`config.mk`:
```
export PLATFORM = sky130hd
export DESIGN_NAME = dsgsr_top
export DESIGN_NICKNAME = d
export VERILOG_FILES = /design/src/design/dsgsr_pkg.sv /design/src/design/dsgsr_top.sv
export SDC_FILE = /design/constraint.sdc
export NUM_CORES = 1
export LEC_CHECK = 0
export BUFFER_PORTS_ARGS = -buffer_cell sky130_fd_sc_hd__buf_2
export CORE_ASPECT_RATIO = 0.7
export CORE_MARGIN = 10
export CORE_UTILIZATION = 40
export CTS_BUF_LIST = sky130_fd_sc_hd__clkbuf_16
export DETAILED_ROUTE_END_ITERATION = 8
export MAX_ROUTING_LAYER = met4
export SLEW_MARGIN = 15
export SYNTH_ARGS = -nofsm -noshare
export SYNTH_HDL_FRONTEND = slang
export SYNTH_SLANG_ARGS = --single-unit
```
`constraint.sdc`:
```
create_clock -name clk -period 3.3 [get_ports clk]
set_input_delay 0.33 -clock clk [delete_from_list [all_inputs] [get_ports clk]]
set_output_delay 0.33 -clock clk [all_outputs]
set_load 0.02 [all_outputs]
```
`src/design/dsgsr_pkg.sv`:
```
`default_nettype none
package dsgsr_pkg;
	// ==========================================
	// register offsets (byte addresses)
	localparam logic [11:0] DSGSR_SOFT_RESET_0_OFS = 12'h040;
	localparam logic [11:0] DSGSR_RUN_GATE_OFS = 12'h100;
	localparam logic [11:0] DSGSR_SLEEP_GATE_OFS = 12'h118;
	localparam logic [11:0] DSGSR_DEEP_GATE_OFS = 12'h128;
	localparam logic [11:0] DSGSR_RUN_CLOCK_CONFIG_OFS = 12'h060;
	localparam logic [11:0] DSGSR_CAPABILITY_1_OFS = 12'h010;
	localparam logic [11:0] DSGSR_INT_STATUS_OFS = 12'h180;
	localparam logic [11:0] DSGSR_INT_MASK_OFS = 12'h184;
	// ==========================================
	// field positions
	localparam int DSGSR_PORTS = 8;
	localparam int DSGSR_BIT_CAN = 24;
	localparam int DSGSR_BIT_ADC = 16;
	localparam int DSGSR_BIT_WATCHDOG = 3;
	localparam int DSGSR_BIT_AUTO_GATE = 27;
	localparam logic [31:0] DSGSR_SRST_MASK = 32'h0101_0008;
	localparam logic [31:0] DSGSR_GATE_MASK = 32'h0000_00ff;
	// ==========================================
	// reset values
	localparam logic [31:0] DSGSR_ZERO_RESET = 32'h0000_0000;
	localparam logic [31:0] DSGSR_CAP1_RESET = 32'h0101_0008;
	// interrupt status bits
	localparam int DSGSR_EV_FAULT = 0;
	localparam int DSGSR_EV_MODE = 1;
	// ==========================================
	// operating states, one-hot
	typedef enum logic [2:0] {
		DSGSR_RUN = 3'b001,
		DSGSR_SLEEP = 3'b010,
		DSGSR_DEEP = 3'b100
	} dsgsr_mode_type;
	// power request codes on the mode input
	localparam logic [1:0] DSGSR_REQ_RUN = 2'h0;
	localparam logic [1:0] DSGSR_REQ_SLEEP = 2'h1;
	localparam logic [1:0] DSGSR_REQ_DEEP = 2'h2;
endpackage
`default_nettype wire

```
`src/design/dsgsr_top.sv`:
```
// Contract
// (RL1) deep-sleep gate bits 7..0 enable clocks of ports H..A
// (RL2) port with clear bit in active gate stops; its bus access faults
// (RL3) all gate bits reset to zero, ports start unclocked
// (RL4) run, sleep or deep gate register chosen by operating state
// (RL5) sleep gates used only when auto gating select bit is set
// (RL6) gate bits 31..8 read zero, writes ignored
// (RL7) reset register writes masked by capability word 1
// (RL8) reset bits 24 CAN, 16 converter, 3 watchdog; zero after reset
// (RL9) reserved reset bits read zero, writes ignored
// (RL10) set reset bit holds unit in reset; clear releases it
`default_nettype none
module dsgsr_top
	import dsgsr_pkg::*;
#(
	parameter int PORTS = DSGSR_PORTS
) (
	input wire logic clk, // system clock
	input wire logic reset_n, // sync reset, active low
	input wire logic [11:0] addr, // register byte address
	input wire logic [31:0] wdata, // write data
	input wire logic wr, // write strobe
	input wire logic rd, // read strobe
	output logic [31:0] rdata, // read data, cycle after rd
	input wire logic [1:0] power_req, // requested operating state
	input wire logic [PORTS-1:0] port_access, // bus access to a port
	output logic [PORTS-1:0] port_clock_on, // per-port clock enable
	output logic bus_fault, // access to unclocked port
	output logic controller_area_unit_reset, // CAN unit held in reset
	output logic converter_unit_reset, // converter held in reset
	output logic watchdog_unit_reset, // watchdog held in reset
	output logic irq // level interrupt
);
	// ==========================================
	// state
	typedef struct packed {
		logic [PORTS-1:0] run_gate;
		logic [PORTS-1:0] sleep_gate;
		logic [PORTS-1:0] deep_gate;
		logic [31:0] run_clock_config;
		logic [31:0] cap1;
		logic [31:0] soft_reset;
		logic [1:0] int_status;
		logic [1:0] int_mask;
		dsgsr_mode_type mode;
		logic [31:0] rdata;
		logic [PORTS-1:0] clk_on;
		logic fault;
		logic irq;
	} dsgsr_state_type;

	dsgsr_state_type s_q, s_d;
	logic [PORTS-1:0] active_gate;
	logic [1:0] ev;

	// ==========================================
	// next state
	always_comb begin
		s_d = s_q;
		ev = '0;
		// bus writes
		if (wr) begin
			case (addr)
				DSGSR_RUN_GATE_OFS: s_d.run_gate = wdata[PORTS-1:0];
				DSGSR_SLEEP_GATE_OFS: s_d.sleep_gate = wdata[PORTS-1:0];
				DSGSR_DEEP_GATE_OFS: s_d.deep_gate = wdata[PORTS-1:0]; // RL1 RL6
				DSGSR_RUN_CLOCK_CONFIG_OFS: s_d.run_clock_config = wdata;
				DSGSR_CAPABILITY_1_OFS: s_d.cap1 = wdata & DSGSR_SRST_MASK;
				DSGSR_SOFT_RESET_0_OFS: begin
					// masked bits keep their value
					s_d.soft_reset = (wdata & s_q.cap1 & DSGSR_SRST_MASK) // RL7 RL9
						| (s_q.soft_reset & ~s_q.cap1 & DSGSR_SRST_MASK);
				end
				DSGSR_INT_MASK_OFS: s_d.int_mask = wdata[1:0];
				default: ;
			endcase
		end
		// operating state select
		case (power_req)
			DSGSR_REQ_DEEP: s_d.mode = DSGSR_DEEP;
			DSGSR_REQ_SLEEP: s_d.mode = s_q.run_clock_config[DSGSR_BIT_AUTO_GATE]
				? DSGSR_SLEEP : DSGSR_RUN; // RL5
			default: s_d.mode = DSGSR_RUN;
		endcase
		// active gate by mode
		case (s_q.mode)
			DSGSR_SLEEP: active_gate = s_q.sleep_gate; // RL4
			DSGSR_DEEP: active_gate = s_q.deep_gate; // RL4
			default: active_gate = s_q.run_gate;
		endcase
		s_d.clk_on = active_gate; // RL1 RL2
		s_d.fault = |(port_access & ~active_gate); // RL2
		ev[DSGSR_EV_FAULT] = s_d.fault;
		ev[DSGSR_EV_MODE] = s_d.mode != s_q.mode;
		// sticky status: set wins over write-one clear
		if (wr && addr == DSGSR_INT_STATUS_OFS)
			s_d.int_status = s_q.int_status & ~wdata[1:0];
		s_d.int_status = s_d.int_status | ev;
		s_d.irq = |(s_d.int_status & s_d.int_mask);
		// read data
		s_d.rdata = DSGSR_ZERO_RESET;
		if (rd) begin
			case (addr)
				DSGSR_RUN_GATE_OFS: s_d.rdata[PORTS-1:0] = s_q.run_gate;
				DSGSR_SLEEP_GATE_OFS: s_d.rdata[PORTS-1:0] = s_q.sleep_gate;
				DSGSR_DEEP_GATE_OFS: s_d.rdata[PORTS-1:0] = s_q.deep_gate; // RL6
				DSGSR_RUN_CLOCK_CONFIG_OFS: s_d.rdata = s_q.run_clock_config;
				DSGSR_CAPABILITY_1_OFS: s_d.rdata = s_q.cap1;
				DSGSR_SOFT_RESET_0_OFS: s_d.rdata = s_q.soft_reset & DSGSR_SRST_MASK; // RL9
				DSGSR_INT_STATUS_OFS: s_d.rdata[1:0] = s_q.int_status;
				DSGSR_INT_MASK_OFS: s_d.rdata[1:0] = s_q.int_mask;
				default: s_d.rdata = DSGSR_ZERO_RESET;
			endcase
		end
	end

	// ==========================================
	// registers
	always_ff @(posedge clk) begin
		if (!reset_n) begin
			s_q <= '0; // RL3 RL8
			s_q.cap1 <= DSGSR_CAP1_RESET;
			s_q.mode <= DSGSR_RUN;
		end else begin
			s_q <= s_d;
		end
	end

	// outputs straight from flip-flops
	assign rdata = s_q.rdata;
	assign port_clock_on = s_q.clk_on;
	assign bus_fault = s_q.fault;
	assign controller_area_unit_reset = s_q.soft_reset[DSGSR_BIT_CAN]; // RL10
	assign converter_unit_reset = s_q.soft_reset[DSGSR_BIT_ADC]; // RL10
	assign watchdog_unit_reset = s_q.soft_reset[DSGSR_BIT_WATCHDOG]; // RL10
	assign irq = s_q.irq;
endmodule
`default_nettype wire

```
==> impl_metrics.yaml <==
outcome:
  status: "finished clean"
yosys:
  synthArstFlopShare_pct: 0
  synth_seq_area_share_pct: 46.5
  synth_area_um2: 4780
  synth-seq-cells: 111
  synth_area_per_cell_um2: 8.39
  yosysUniqueCellTypes: 54
  synthFlopType: "dfxtp_1"
  synth_edf_count: 0
  ys_warn_count: 0
  syn_nets: 628
  syn_inst: 570
worst_setup_path:
  cp_cell_sequence: "o21ba_2, a21oi_1, a31oi_1, nand4_1, a2111oi_0, buf_4, o211ai_1"
  start_kind: "register"
  end_kind: "register"
  slowest_delay_ps: 780
  slowest_stage: "a2111oi_0"
  crit_path_max_fanout: 15
  required_ps: 3520
  worstPathArrival_ps: 2770
  rr_worst_depth: 7
  worstSetupPathType: "reg2reg"
sta:
  maxSlewHeadroom_pct: 38.6
  tightestPinTransition_ps: 898
  setup_tns_ps: 0
  post-route-min-period_ps: 2550
  finalMaxSlewViolations: 0
  hold_violations: 0
  finalSetupViolCount: 0
  rsz0062_at_grt: "no"
  period_share_pct: 77.4
  skew_ps: 6.65
  max_clock_freq_ghz: 0.392
power_and_ir_drop:
  pwr-share-seq_pct: 53.4
  intPower_mw: 1.96
  switching_share_pct: 22.1
  total_power_mw: 2.52
  power_switching_uw: 558
  powerDensity_nw_per_um2: 467
  pwr-share-clk_pct: 41.6
  combPwrFrac_pct: 5.0
  ir_drop_mv: 0.251
  p_leak_nw: 2.08
floorplan:
  row_count: 33
  die_w_um: 151
  placeableCoreArea_um2: 11700
  initial_core_util_pct: 40.9
  die_area_um2: 16800
  die_h_um: 111
  ioPinCount: 103
global_route:
  overflow: 0
  antenna_found_initial: 1
  grt.total_usage_pct: 16.5
  grt_max_degree: 38
  grt_pass1_vias: 4075
  grt_pass1_wl_um: 21800
route:
  drtPass1Iterations: 5
  viasPerCell: 5.35
  drc: 0
  wirelength_um: 13500
  drtAntennaViolNets: 0
  wl_per_cell_um: 17.2
  via_count: 4179
  drt-initial-drc-count: 363
worst_hold_path:
  holdPathStages: 3
  hp-class: "in2reg"
cts:
  clockBufferDepth: 2
  cts_made_buffers: 9
  cts_setup_buffers: 0
  ctsResizeCount: 0
  hold_buffers: 0
  clk_latency_ps: 340
  htreeDepth: 3
  cts_tree: "done"
  root_buffer: "clkbuf_16"
  cts_num_sinks: 111
  clkTransAtPathRegs_ps: 70
cells_and_area:
  final_nets: 678
  syn_to_final_growth_pct: 13.0
  drive_gt1_share_pct: 22.5
  final_util_pct: 46.2
placement:
  globalplace.congestion: 0.949
  place_hpwl_um: 9910
  portBuffers: 102
job:
  drv_cap: 0
[per-layer routing]
metal / global-route usage (%) / part of all wire (%) / up-vias
li1: - / - / 2030
met3: 4.37 / 7.5 / 14
met2: 22.9 / 42 / 173
met4: 4.48 / 1.3 / 0
met5: - / 0 / -
met1: 22.9 / 49 / 1962
[final cells by class]
class,instances,area (um^2)
clock inverters,5,51.3
inverters,14,52.6
multi-input cells,371,2050
fillers,1153,6280
clock buffers,9,225
diodes,1,2.50
well taps,157,196
flip-flops and latches,111,2220
repair buffers,113,606
[worst max-delay path: cells and delay by family (launching register included)]
family / cells / cell delay (ps)
compound gates: 5 / 1470
buf+inv: 1 / 250
flops: 1 / 610
simple gates: 1 / 100
[synth_stat cells (all sizes together) (2+ instances only)]
| master | instances | area (um^2) |
|---|---|---|
| a22oi | 4 | 35.0 |
| nand2 | 115 | 432 |
| a21boi | 3 | 22.5 |
| clkbuf | 26 | 97.6 |
| or2 | 2 | 12.5 |
| nor2 | 14 | 55.1 |
| a222oi | 6 | 60.1 |
| o21ai | 5 | 25.0 |
| nand4 | 2 | 12.5 |
| dfxtp | 111 | 2220 |
| o31ai | 2 | 15.0 |
| nor2b | 8 | 50.1 |
| a32o | 3 | 30.0 |
| nand3 | 36 | 180 |
| a21oi | 67 | 335 |
| inv | 14 | 52.6 |
| and2 | 25 | 156 |
| o221ai | 4 | 35.0 |
| buf | 48 | 363 |
| nor3 | 13 | 70.1 |
| and4 | 3 | 26.3 |
| a31oi | 3 | 18.8 |
| mux2i | 3 | 30.0 |
| o21a | 4 | 30.0 |
| o211ai | 3 | 22.5 |
| nand2b | 7 | 43.8 |
| nor4 | 6 | 82.6 |
| o22ai | 12 | 75.1 |
| a221oi | 3 | 26.3 |
[cell families (layout without fill, tap and decap cells)]
group                  count (synthesis)  in the layout  share of synthesized area [%]
and+or+nand+nor                      242            242                           25.5
AOI/OAI and AO/OA                    125            125                           16.5
buffers and inverters                 88            141                           10.7
muxes                                  4              4                          0.863
other                                  0              1                              0
DFF                                  111            111                           46.5
[worst paths after layout]
kind | start | endpoint | slack [ps]
hold reg to reg | s_q[124]$_SDFFE_PN0P_ | s_q[124]$_SDFFE_PN0P_ | 450
setup reg to reg | s_q[43]$_SDFF_PN0_ | irq$_SDFF_PN0_ | 750
setup / recovery | s_q[43]$_SDFF_PN0_ | irq$_SDFF_PN0_ | 750
hold / removal | wdata[31] | s_q[144]$_SDFFE_PN0P_ | 230
[placed cells by master, fill, tap and decap left out, types with 2 or more instances in the layout]
cell       instances
a21boi_0           3
a21oi_1           67
a221oi_1           3
a222oi_1           6
a22oi_1            3
a31oi_1            3
a32o_1             3
and2_1            25
and4_1             3
buf_2            102
buf_4             10
clkbuf_16          9
clkinv_2           2
dfxtp_1          111
inv_1             13
mux2i_1            3
nand2_1          115
nand2b_1           7
nand3_1           36
nand4_1            2
nor2_1            13
nor2b_1            8
nor3_1            12
nor4_1             3
nor4_4             3
o211ai_1           3
o21a_1             4
o21ai_0            5
o221ai_1           4
o22ai_1           12
o31ai_1            2
or2_2              2
[metrics by stage]
stage | hold slack, ps | area (um^2) | setup WS (ps) | instances
2_1_floorplan | 427 | 4780 | 1070 | 570
6_report | 226 | 5400 | 746 | 781
3_3_place_gp | 436 | 5120 | 499 | 766
3_5_place_dp | 439 | 5120 | 444 | 766
4_1_cts | 214 | 5400 | 802 | 780
5_1_grt | 218 | 5400 | 570 | 781
[registers in the layout, indices dropped and copies added (netlist names), named ones only]
signal	count
rdata	32
irq	1
bus_fault	1
s_q	66
port_clock_on	8
[power by group through the flow]
stage	combinational (mW)	sequential (mW)	clock, mW
finish	0.127	1.35	1.05
global placement	0.125	1.38	0
global route	0.139	1.35	1.13
floorplan	0.0619	1.38	0
detailed placement	0.125	1.38	0
CTS	0.126	1.35	1.07
(Power assumes the default switching activity.)
